File: config.mk
export PLATFORM = sky130hd
export DESIGN_NAME = sfr_rom
export DESIGN_NICKNAME = d
export VERILOG_FILES = /design/src/logic/sfr_unused_guard.sv /design/src/logic/sfr_pkg.sv /design/src/logic/sfr_rom.sv
export SDC_FILE = /design/constraint.sdc
export NUM_CORES = 1
export LEC_CHECK = 0
export BUFFER_PORTS_ARGS = -buffer_cell sky130_fd_sc_hd__buf_4
export CAP_MARGIN = 0
export CORE_MARGIN = 4
export CORE_UTILIZATION = 40
export DETAILED_ROUTE_END_ITERATION = 10
export SKIP_LAST_GASP = 1
export SLEW_MARGIN = 25
export SYNTH_ARGS = -nofsm -noshare
export SYNTH_HDL_FRONTEND = slang
export SYNTH_SLANG_ARGS = --single-unit
File: constraint.sdc
create_clock -name clk_sys -period 8.4 [get_ports clk_sys]
set_input_delay 0.42 -clock clk_sys [delete_from_list [all_inputs] [get_ports clk_sys]]
set_output_delay 0.42 -clock clk_sys [all_outputs]
set_load 0.1 [all_outputs]
File: src/logic/sfr_unused_guard.sv
// Intentionally empty design unit list terminator
`timescale 1ns/1ps
`default_nettype none
`default_nettype wire

File: src/logic/sfr_pkg.sv
// Constants and types for the discoverable-parameter table
package sfr_pkg;
	// Serial command and framing
	localparam logic [7:0]  CMD_PARAM_READ = 8'h5A;
	localparam logic [4:0]  ADDR_BITS      = 5'h18;
	localparam logic [4:0]  DUMMY_CLKS     = 5'h08;
	localparam logic [4:0]  BYTE_LAST_BIT  = 5'h07;
	localparam logic [23:0] ADDR_STEP      = 24'h000001;
	// Placement of the basic block inside the parameter space
	localparam logic [23:0] BLOCK_BASE     = 24'h000030;
	localparam logic [23:0] BLOCK_BYTES    = 24'h000018;
	localparam logic [7:0]  FILL_BYTE      = 8'hFF;
	// Register offsets
	localparam logic [23:0] OFS_ERASE_CAPS = 24'h000030;
	localparam logic [23:0] OFS_DENSITY    = 24'h000034;
	localparam logic [23:0] OFS_QUAD_READS = 24'h000038;
	localparam logic [23:0] OFS_DUAL_READS = 24'h00003C;
	localparam logic [23:0] OFS_WIDE_CAPS  = 24'h000040;
	localparam logic [23:0] OFS_TWO_LINE   = 24'h000044;
	// Bytes 30h and 31h fields
	localparam logic [2:0]  UNUSED_ONES3   = 3'h7;
	localparam logic [1:0]  STATUS_WR_05   = 2'h0;
	localparam logic        BUF_OVER_64    = 1'b1;
	localparam logic [1:0]  ERASE_UNIFORM  = 2'h1;
	localparam logic [7:0]  ERASE_4K_CODE  = 8'h20;
	// Byte 32h fields
	localparam logic        READ_114_OK    = 1'b1;
	localparam logic        READ_144_OK    = 1'b1;
	localparam logic        READ_122_OK    = 1'b1;
	localparam logic        DTR_OK         = 1'b1;
	localparam logic [1:0]  ADDR_3B_ONLY   = 2'h0;
	localparam logic        SINGLE_DUAL_OK = 1'b1;
	// Array density, bits minus one
	localparam logic [31:0] DENSITY_M1     = 32'h07FFFFFF;
	// Read mode descriptors: mode cycles, dummy cycles, instruction
	localparam logic [2:0]  QUAD_IO_MODE   = 3'h2;
	localparam logic [4:0]  QUAD_IO_DUMMY  = 5'h04;
	localparam logic [7:0]  QUAD_IO_CODE   = 8'hEB;
	localparam logic [2:0]  QUAD_OUT_MODE  = 3'h0;
	localparam logic [4:0]  QUAD_OUT_DUMMY = 5'h08;
	localparam logic [7:0]  QUAD_OUT_CODE  = 8'h6B;
	localparam logic [2:0]  DOR_MODE       = 3'h0;
	localparam logic [4:0]  DOR_DUMMY      = 5'h08;
	localparam logic [7:0]  DOR_CODE       = 8'h3B;
	localparam logic [2:0]  DUAL_IO_MODE   = 3'h4;
	localparam logic [4:0]  DUAL_IO_DUMMY  = 5'h00;
	localparam logic [7:0]  DUAL_IO_CODE   = 8'hBB;
	// Byte 40h fields, plus a 16-bit all-ones fill
	localparam logic        FOUR_LINE_OK   = 1'b1;
	localparam logic        DUAL_ALL_OK    = 1'b0;
	localparam logic [15:0] ALL_ONES16     = 16'hFFFF;

	// Sequencer states
	typedef enum logic [5:0] {
		SFR_IDLE   = 6'h01,
		SFR_CMD    = 6'h02,
		SFR_ADDR   = 6'h04,
		SFR_DUMMY  = 6'h08,
		SFR_DATA   = 6'h10,
		SFR_IGNORE = 6'h20
	} sfr_state_t;

	// Sampled serial pins
	typedef struct packed {
		logic sck;
		logic cs_b;
		logic si;
	} sfr_pins_t;
endpackage

File: src/logic/sfr_rom.sv
// Serial parameter-read front end and fixed basic parameter table
//
// Contract
// Command 5Ah reads parameter space from zero
// Basic block starts at byte 30h
// Uniform 4 KB erase, code 20h
// Program buffer over 64 bytes; unused ones
// Status write form 05h, non-volatile default
// Three-byte addressing only
// DTR and single/dual support advertised
// 1-1-4, 1-4-4, 1-2-2 advertised; byte F9h
// Density 07FFFFFFh, little-endian
// 1-4-4 read EBh, mode 010b, dummy 00100b
// 1-1-4 read 6Bh, no mode, dummy 01000b
// 1-1-2 read 3Bh, no mode, dummy 01000b
// 1-2-2 read BBh, mode 100b, dummy 0
// Four-line fast read supported; reserved ones
// Two-line-all unsupported; its fields ones
// Unused bytes read FFh
// Fixed contents; reads ascend byte by byte
`timescale 1ns/1ps
`default_nettype none
module sfr_rom
	import sfr_pkg::*;
(
	input  wire logic clk_sys,
	input  wire logic rst_b,
	input  wire logic sck,
	input  wire logic cs_b,
	input  wire logic si,
	output var  logic so_out,
	output var  logic so_oe
);

	// Fill elsewhere
	// Constant table
	function automatic logic [7:0] rom_byte(input logic [23:0] a);
		logic [23:0] rel;
		logic [31:0] dw;
		rel = a - BLOCK_BASE;
		dw  = {32{1'b1}};
		// Block offset window
		if (a < BLOCK_BASE || rel >= BLOCK_BYTES) begin
			rom_byte = FILL_BYTE;
		end else begin
			unique case (a & ~24'h000003)
				// Erase caps
				// Buffer flag
				// Status form
				// Address bytes
				// DTR flags
				// Read formats
				OFS_ERASE_CAPS: dw = {FILL_BYTE, 1'b1, READ_114_OK, READ_144_OK,
					READ_122_OK, DTR_OK, ADDR_3B_ONLY, SINGLE_DUAL_OK,
					ERASE_4K_CODE, UNUSED_ONES3, STATUS_WR_05, BUF_OVER_64,
					ERASE_UNIFORM};
				// Density word
				OFS_DENSITY:    dw = DENSITY_M1;
				// Quad io
				// Quad output
				OFS_QUAD_READS: dw = {QUAD_OUT_CODE, QUAD_OUT_MODE, QUAD_OUT_DUMMY,
					QUAD_IO_CODE, QUAD_IO_MODE, QUAD_IO_DUMMY};
				// Dual output
				// Dual io
				OFS_DUAL_READS: dw = {DUAL_IO_CODE, DUAL_IO_MODE, DUAL_IO_DUMMY,
					DOR_CODE, DOR_MODE, DOR_DUMMY};
				// Four-line flag
				OFS_WIDE_CAPS:  dw = {ALL_ONES16, FILL_BYTE, UNUSED_ONES3,
					FOUR_LINE_OK, UNUSED_ONES3, DUAL_ALL_OK};
				// Dual all ones
				OFS_TWO_LINE:   dw = {ALL_ONES16, ALL_ONES16};
				default:        dw = {32{1'b1}};
			endcase
			// Little-endian lanes
			unique case (rel[1:0])
				2'h0:    rom_byte = dw[7:0];
				2'h1:    rom_byte = dw[15:8];
				2'h2:    rom_byte = dw[23:16];
				default: rom_byte = dw[31:24];
			endcase
		end
	endfunction

	// Pin sampling; pins are synchronous so one stage gives edge history
	sfr_pins_t pins_reg;
	sfr_pins_t pins_next;
	logic      sck_rise;
	logic      sck_fall;

	always_comb begin
		pins_next = '{sck: sck, cs_b: cs_b, si: si};
	end

	always_ff @(posedge clk_sys or negedge rst_b) begin
		if (!rst_b) begin
			pins_reg <= '{sck: 1'b0, cs_b: 1'b1, si: 1'b0};
		end else begin
			pins_reg <= pins_next;
		end
	end

	assign sck_rise = sck & ~pins_reg.sck;
	assign sck_fall = ~sck & pins_reg.sck;

	// Sequencer state
	sfr_state_t  state_reg;
	sfr_state_t  state_next;
	logic [4:0]  cnt_reg;
	logic [4:0]  cnt_next;
	logic [23:0] shift_reg;
	logic [23:0] shift_next;
	logic [23:0] addr_reg;
	logic [23:0] addr_next;
	logic [7:0]  byte_reg;
	logic [7:0]  byte_next;
	logic        so_next;
	logic        oe_next;
	logic [23:0] shifted;

	// Sample on rising, drive on falling (clock mode 0)
	always_comb begin
		state_next = state_reg;
		cnt_next   = cnt_reg;
		shift_next = shift_reg;
		addr_next  = addr_reg;
		byte_next  = byte_reg;
		so_next    = so_out;
		oe_next    = so_oe;
		shifted    = {shift_reg[22:0], si};
		if (cs_b) begin
			// Deselect aborts any frame at once
			state_next = SFR_IDLE;
			cnt_next   = '0;
			oe_next    = 1'b0;
		end else begin
			unique case (state_reg)
				SFR_IDLE: begin
					state_next = SFR_CMD;
					cnt_next   = '0;
				end
				SFR_CMD: if (sck_rise) begin
					shift_next = shifted;
					cnt_next   = cnt_reg + 5'h01;
					if (cnt_reg == BYTE_LAST_BIT) begin
						cnt_next = '0;
						// Command match
						if (shifted[7:0] == CMD_PARAM_READ) begin
							state_next = SFR_ADDR;
						end else begin
							state_next = SFR_IGNORE;
						end
					end
				end
				SFR_ADDR: if (sck_rise) begin
					shift_next = shifted;
					cnt_next   = cnt_reg + 5'h01;
					// Exactly three bytes
					if (cnt_reg == ADDR_BITS - 5'h01) begin
						cnt_next   = '0;
						addr_next  = shifted;
						state_next = SFR_DUMMY;
					end
				end
				SFR_DUMMY: if (sck_rise) begin
					cnt_next = cnt_reg + 5'h01;
					if (cnt_reg == DUMMY_CLKS - 5'h01) begin
						cnt_next   = '0;
						byte_next  = rom_byte(addr_reg);
						state_next = SFR_DATA;
					end
				end
				SFR_DATA: if (sck_fall) begin
					so_next  = byte_reg[3'(BYTE_LAST_BIT - cnt_reg)];
					oe_next  = 1'b1;
					cnt_next = cnt_reg + 5'h01;
					// Ascending bytes
					if (cnt_reg == BYTE_LAST_BIT) begin
						cnt_next  = '0;
						addr_next = addr_reg + ADDR_STEP;
						byte_next = rom_byte(addr_reg + ADDR_STEP);
					end
				end
				SFR_IGNORE: begin
					// Foreign commands, writes included, change nothing here
					state_next = SFR_IGNORE;
				end
			endcase
		end
	end

	// Registers only; the table itself has no storage to write
	always_ff @(posedge clk_sys or negedge rst_b) begin
		if (!rst_b) begin
			state_reg <= SFR_IDLE;
			cnt_reg   <= '0;
			shift_reg <= '0;
			addr_reg  <= '0;
			byte_reg  <= FILL_BYTE;
			so_out    <= 1'b0;
			so_oe     <= 1'b0;
		end else begin
			state_reg <= state_next;
			cnt_reg   <= cnt_next;
			shift_reg <= shift_next;
			addr_reg  <= addr_next;
			byte_reg  <= byte_next;
			so_out    <= so_next;
			so_oe     <= oe_next;
		end
	end
endmodule
`default_nettype wire

Yosys cells after proc, flatten, opt, wreduce, memory -nomap -nowiden
Cells that the tools add are included.
Storage, ports and cells
  flip-flop bits (word level): 69
  bits of input ports: 5
  output and inout port bits: 2
  logic and storage cells: 116
Cells by class
  add/sub/neg operators: 5
  order comparisons: 5
  equality and inequality tests: 37
  muxes and demuxes: 37
  bitwise operators: 5
  reduce and logical (&&, ||, !) cells: 19
Operators by type and width (count)
  $pmux W32 S5: 2
  $eq A22 B4 Y1 const B: 8
  $mux W24: 4
  $ge A24 B5 Y1 const B: 2
  $lt A24 B6 Y1 const B: 2
  $mux W6: 8
  $mux W8: 6
  $pmux W24 S2: 1
  $pmux W8 S3: 2
  $sub A24 B6 Y24 const B: 2
  $eq A22 B5 Y1 const B: 2
  $mux W5: 6
  $pmux W6 S5: 1
  $add A24 B1 Y24 const B: 1
  $ne A3 B3 Y1 const B: 7
  $pmux W5 S4: 1
  $pmux W8 S2: 1
  $ne A2 B2 Y1 const B: 6
  $reduce_and A6 Y1: 2
  $eq A8 B7 Y1 const B: 1
  $reduce_bool A2 Y1: 4
  $reduce_and A7 Y1: 1
  $eq A6 B1 Y1 const B: 1
  $eq A6 B2 Y1 const B: 1
  other kinds (24): 36

Longest topological paths before layout
Gate-level depths: netlist of the first run.
  depth after elaboration: 8
  gate-level depth with buffers: 16

Least setup slack after synthesis of the first run
Ideal clock, no wire load.
  path type: register to register
  start point: register addr_reg[0]
  end point: register byte_reg[7]
  setup time: 0.090 ns
  arrival time: 3.414 ns
  data required time: 8.310 ns
  slack: 4.896 ns
  stages on the path, launching flop included: 16
  buffers on the path: 3
  period minus slack after synthesis: 3.504 ns
  path through: dfrtp_1 buf_2 and4_1 clkbuf_1 nand2_1 xnor2_1 inv_1 ha_1 buf_1 inv_1 o31ai_1 nor4b_1 xnor2_1 or4_4 a2111oi_2 a21oi_1
On the way
  word-level cells in the longest chain between the ends: 8
  elaborated cells on any way between the ends: 30
  those cells by class: add/sub (3); order compare (4); eq/ne (9); mux (10); reduce/logical (4)
Ends and longest elaborated chain
  from (decl): line sfr_rom.sv:112  | logic [23:0] addr_reg;
  from (signal assigned): line sfr_rom.sv:205  | addr_reg <= addr_next;
  $add A24 B1 Y24: line sfr_rom.sv:180  | byte_next = rom_byte(addr_reg + ADDR_STEP);
  $sub A24 B6 Y24 (tied with other cells): line sfr_rom.sv:40  | rel = a - BLOCK_BASE;
  $ge A24 B5 Y1 (tied with other cells): line sfr_rom.sv:43  | if (a < BLOCK_BASE || rel >= BLOCK_BYTES) begin
  $logic_or A1 B1 Y1 or $pmux W8 S3 (tied branches): line sfr_rom.sv:43, sfr_rom.sv:75
  $mux W8: line sfr_rom.sv:43
  $mux W8: line sfr_rom.sv:177  | if (cnt_reg == BYTE_LAST_BIT) begin
  $mux W8: line sfr_rom.sv:172  | SFR_DATA: if (sck_fall) begin
  $pmux W8 S2 (*): line sfr_rom.sv:136  | unique case (state_reg)
  to (signal assigned): line sfr_rom.sv:206  | byte_reg <= byte_next;
  to (decl): line sfr_rom.sv:114  | logic [7:0] byte_reg;
Every way passes the cells marked *; elsewhere a longest branch is shown, timed or not. The select of a mux whose other input is x is not followed.
A chain may end at the register's enable or synchronous reset.

Worst setup path after layout of the first run
  start point: register addr_reg[3]
  end point: register byte_reg[7]
On the way
  word-level cells in the longest chain between the ends: 8
  elaborated cells on any way between the ends: 30
  those cells by class: add/sub (3); order compare (4); eq/ne (10); mux (11); reduce/logical (2)
Ends and longest elaborated chain (line)
  $add A24 B1 Y24: sfr_rom.sv:180
  $sub A24 B6 Y24 (tied with other cells): sfr_rom.sv:40
  $ge A24 B5 Y1 or $pmux W32 S5 (tied branches): sfr_rom.sv:43, sfr_rom.sv:46
  $logic_or A1 B1 Y1 or $pmux W8 S3 (tied branches): sfr_rom.sv:43, sfr_rom.sv:75
  $mux W8: sfr_rom.sv:43
  $mux W8: sfr_rom.sv:177
  $mux W8: sfr_rom.sv:172
  $pmux W8 S2 (*): sfr_rom.sv:136
Marks and branches as above.

==> results of run 1 <==
[synth_stat cells (all sizes together) (16+ instances only)]
library cell	instances	area (um^2)
nand2	72	270
buf	16	77.6
mux2	26	293
nand3	22	110
clkbuf	38	144
inv	19	71.3
dfrtp	60	1500
nor3	21	105
a21oi	49	245
o21ai	48	240
xnor2	19	166
nor2	51	191
a31oi	16	100
nand4	17	121
[layer usage]
layer  up-vias  share of wire (%)  wire [um]
met5         -                  0          0
met4         0                1.7        251
met3        18                4.3        625
met2       134                 45       6600
met1      2528                 49       7220
li1       2439                  -          -
[worst min path at each step]
stage	from	slack [ps]	end	cells after the start
floorplan	rst_b	120	addr_reg[0]	0
global placement	shift_reg[22]	500	shift_reg[22]	1
detailed placement	shift_reg[22]	500	shift_reg[22]	1
CTS	sck	210	pins_reg[2]	1
global route	sck	210	pins_reg[2]	1
finish	rst_b	200	cnt_reg[2]	1
[through the flow]
step	utilization, %	setup slack (ps)	cell area [um^2]
floorplan	-	4900	5480
global placement	41.6	4380	5560
detailed placement	41.7	4120	5560
CTS	43.8	4100	5850
global route	43.8	3750	5850
finish	43.8	4080	5850
[logic make-up after synthesis]
| family | Yosys count | synth area share, % |
|---|---|---|
| simple gates | 260 | 25.3 |
| compound gates | 197 | 23.4 |
| buf+inv | 73 | 5.35 |
| flops | 69 | 31.7 |
| mux | 36 | 7.63 |
| xor+xnor | 24 | 3.84 |
| fa+ha+maj | 12 | 2.74 |
[power by group through the flow]
stage | logic (mW) | registers (mW) | clock network [mW]
after detailed placement | 0.0938 | 0.370 | 0
after floorplan | 0.0723 | 0.363 | 0
after CTS | 0.0939 | 0.365 | 0.371
after global routing | 0.106 | 0.368 | 0.388
after global placement | 0.0914 | 0.370 | 0
final | 0.0941 | 0.365 | 0.361
[layout make-up]
class	count	share of cell area [%]
multi-input combinational	529	59.2
sequential	69	29.7
clock buffer	14	4.68
tap	176	3.76
timing repair buffer	10	1.28
inverter	19	1.22
clock inverter	1	0.128
[worst max-delay path: stages (launching register included)]
cell and delay (ps):
dfrtp_1 800, nand4_1 650, nor4_4 720, nand2_1 230, or3_1 400, a211oi_2 560, a41oi_1 260, a2111oi_2 480
a21oi_1 130
==> metrics.txt, run 1 <==
Total Power=0.820 mW; initial antenna violation count=0; Fillers=between 1000 and 1500; CTS tree=done; layout cell share with drive strength beyond 1=12.5%; GRT overflow=0; sequential-to-total area share from yosys stat=31.7%; # IOs=7; syn_area_per_cell=8.16 um^2; area grow syn2layout=6.85%; Setup crit start kind=flip-flop; Pint=0.606 mW; Detailed Place HPWL=10.6 mm; VDD IR max=about 0.070 mV; Crit Path Category=reg2reg; vias per cell=about 6.3; Least-Margin Pin Slew=approximately 1000 ps; R2R Setup Slk=4080 ps; Vert. Die Dim=between 100 and 150 um; grt met2 use=28.7%; yosys warns=0; Worst Hold Class=in2async; worst-case clock buffer depth=2; Hold Buf Count CTS=0; fmax=about 230 MHz; I/O Buffers=6; row count=42; gr usage total=18.9%; routed wire length=14.7 mm; Largest register FFs=24; clock power share=roughly 44%; Switch Pwr=0.215 mW; syn_nets=688; GPL Wtd Cong=0.941; M1 GR Usage=27.3%; Slew HR=31.8%; post_cts resized=0; setup TNS=0 ps; worst setup path endpoint=byte_reg[7]; pin count of the biggest net entering global routing=70; Initial Util=about 40%; worst r2r dst=byte_reg[7]; Remaining DRCs=0; clk slew on worst S/H paths=50 ps; RSZ-0062 raised after global routing=false; GR peak layer=met2; Gate Count Post-Synth=about 670; final hold viol count=0; CP arrival=4580 ps; endpoints failing setup=0; Register Area=1740 um^2; Multi-input gate area=3470 um^2; cell area power density=140 nW/um^2; postcts setup bufs=0; FF-to-FF path depth=8; root buffer cell=clkbuf_16; vias after detailed routing=5119; Synth Cell Area=between 5000 and 6000 um^2; antenna cell count=0; period utilization=between 50% and 60%; critical path data required time=8650 ps; Net Sw Frac=between 20% and 30%; worst-case clock skew=between 7 and 8 ps; final std cells w/o fill=818; most common cell after layout, fill and taps aside=nand2_1; first-pass iteration count of the detailed router=6; Worst Setup End Kind=flip-flop; H-tree depth=3; min Tclk post-route=4320 ps; commonest cells after routing, fill and taps aside=nand2_1, dfrtp_1, nor2_1; Unique masters post-synth=69; die footprint=15600 um^2; Yosys reg bits=69; Seq pwr share=44.6%; Placeable Area=13300 um^2; crit-path max FO=22; per-cell routed wire length=18.0 um; Comb pwr share=11.5%; Die X=125 um; nets=655; worst-skew pair later-pin latency=340 ps; Global Route met3 Usage=roughly 3.0%; status=complete, no violations; ys flop type=dfrtp_1; first-pass GRT wire length=~24 mm; origin of the worst setup path=addr_reg[3]; max-cap violation count=0; Async SR Flop Fraction=between 90% and 100%; Leakage=2.24 nW; number of global-route vias before repair=about 4700; CTS Buf Count=9; Antenna Nets Post-Route=0; Slew Viols, Final=0; Post-synth EDFFs=0; hold_ws=between 150 and 200 ps; Initial DRC Count=493; placed insts=803; RR Startpoint=addr_reg[3]; CTS Sinks=69
Note: power is estimated with default switching activity, not from simulation.
==> inputs of run 2 (changes only) <==
==> constraint.sdc (replaced) <==
create_clock -name clk_sys -period 3.5 [get_ports clk_sys]
set_input_delay 0.175 -clock clk_sys [delete_from_list [all_inputs] [get_ports clk_sys]]
set_output_delay 0.175 -clock clk_sys [all_outputs]
set_load 0.1 [all_outputs]
==> run 2 against run 1 <==
Die area is the same. Design area rose by 8.6%. Non-clock buffer count grew 47. Sequential power up 140%. Total power grew to 2.8 times the previous value. Global-route usage up 0.64 points. Count of clock-buffer cells in the layout fell by 4. Final cell count is 5.9% higher. Utilization rose by 3.8 points. Sequential cell count stayed put. Critical path type unchanged. Highest routed layer unchanged.
==> metrics.txt, run 2 (synthesized netlist as in run 1, its figures left out) <==
Least-Margin Pin Slew=994 ps (-28.4 ps); H-tree depth=3 (unchanged); worst setup margin=163 ps (-3910 ps); R2R Setup Slk=160 ps (-3910 ps); critical path data required time=3750 ps (-4900 ps); period utilization=95.4% (+44 points); pin count of the biggest net entering global routing=70 (unchanged); Initial Util=41.0% (unchanged); vias per cell=6.05 (-3.3%); Setup crit start kind=flip-flop; area grow syn2layout=16.1%; vias after detailed routing=5241 (+2.4%); GRT overflow=0 (unchanged); initial antenna violation count=0 (unchanged); final hold viol count=0 (unchanged); row count=42 (unchanged); origin of the worst setup path=addr_reg[16]; number of global-route vias before repair=4997 (+6.7%); CTS tree=done; Crit Path Category=reg2reg; Largest delay share family, worst path=simple AND/OR/NAND/NOR gates; Cell Chain, Critical Path=and4_1 -> nor3b_1 -> and3_1 -> and4b_1 -> nor2_1 -> or4_4 -> a2111oi_2 -> a31oi_1; Remaining DRCs=0 (unchanged); Leakage=2.53 nW (+13%); per-cell routed wire length=17.7 um (-1.4%); routed wire length=15.3 mm (+4.4%); Die X=125 um (unchanged); worst-case clock buffer depth=2 (unchanged); CP arrival=3590 ps (-990 ps); placed insts=847 (+5.5%); first-pass iteration count of the detailed router=5 (-1); layout cell share with drive strength beyond 1=19.4% (+7.0 points); CTS Sinks=69 (unchanged); worst setup path endpoint=byte_reg[0]; CTS Buf Count=9 (unchanged); most common cell after layout, fill and taps aside=nand2_1; Placeable Area=13300 um^2 (unchanged); first-pass GRT wire length=25.4 mm (+4.7%); Multi-input gate area=3520 um^2 (+1.6%); crit-path max FO=10 (-55%); cell area power density=356 nW/um^2 (+150%); pre-CTS WS=41.5 ps (-4080 ps); Vert. Die Dim=125 um (unchanged); final std cells w/o fill=866 (+5.9%); Slew Viols, Final=0 (unchanged); Worst Setup End Kind=flip-flop; clk slew on worst S/H paths=60 ps (about the same); slowest library cell on the worst path=or4_4; Slew HR=33.7% (+1.9 points); gr usage total=19.6% (+0.64 points); Largest register FFs=24 (unchanged); Detailed Place HPWL=11.1 mm (+5.2%); Register Area=1740 um^2 (unchanged); Stages on worst setup path=8 (unchanged); worst-skew pair later-pin latency=350 ps (about the same); nets=702 (+7.2%); root buffer cell=clkbuf_16; Antenna Nets Post-Route=0 (unchanged); Fillers=1327 (-1.5%); buffers and inverters on the worst path=0 (unchanged); min Tclk post-route=3340 ps (-987 ps); RR Startpoint=addr_reg[16]; fmax=300 MHz (+30%); VDD IR max=0.354 mV (+400%); max-cap violation count=0 (unchanged); setup TNS=0 ps (unchanged); # IOs=7 (unchanged); I/O Buffers=6 (unchanged); Worst Hold Class=in2reg; Initial DRC Count=495 (+0.41%); worst-case clock skew=5.28 ps (-1.74 ps); Worst path max stage delay=570 ps (-230 ps); commonest cells after routing, fill and taps aside=nand2_1, dfrtp_1, buf_4; die footprint=15600 um^2 (unchanged); worst r2r dst=byte_reg[0]; antenna cell count=0 (unchanged); GPL Wtd Cong=0.932 (-0.97%); endpoints failing setup=0 (unchanged); Util after Layout=47.6% (+3.8 points); FF-to-FF path depth=8 (unchanged); status=complete, no violations
run 2: stage by stage:
| stage | total power, mW | area (um^2) | hold slack (ps) |
|---|---|---|---|
| after floorplan | 1.04 | 5480 | -121 |
| after global placement | 1.12 | 5890 | 314 |
| after detailed placement | 1.13 | 5890 | 314 |
| after CTS | 2.28 | 6280 | 98.7 |
| after global routing | 2.35 | 6360 | 108 |
| final | 2.26 | 6360 | 109 |
run 2: repair_timing:
action                                 4_1_cts  5_1_grt
resized for setup                            0       11
hold buffers                                 2        0
endpoints found under the hold margin       61        0
setup buffers                                0        1
setup endpoints to repair                    0        8
run 2: power breakdown:
group | internal (mW) | switching [mW]
Sequential | 0.833 | 0.0308
Combinational | 0.100 | 0.159
Clock | 0.787 | 0.352
Total | 1.72 | 0.541
run 2: cell type report:
| class | instances | share of cell area (%) |
|---|---|---|
| Clock buffer | 10 | 3.76 |
| Clock inverter | 6 | 2.11 |
| Inverter | 19 | 1.12 |
| Multi-Input combinational cell | 529 | 55.4 |
| Sequential cell | 69 | 27.3 |
| Tap cell | 176 | 3.46 |
| Timing Repair Buffer | 57 | 6.81 |
run 2: worst min path at each step:
stage	start	to	slack (ps)	depth (start not counted)
3_5_place_dp	sck	pins_reg[2]	310	1
3_3_place_gp	sck	pins_reg[2]	310	1
2_1_floorplan	rst_b	addr_reg[0]	-120	0
4_1_cts	si	shift_reg[0]	100	2
6_report	si	shift_reg[0]	110	2
5_1_grt	si	shift_reg[0]	110	2
run 2: metal layers:
layer  routed length [um]  GRT usage [%]
met5                    0              0
met2                 6810           29.2
met1                 7320           27.3
met3                  787           4.39
met4                  422           8.48
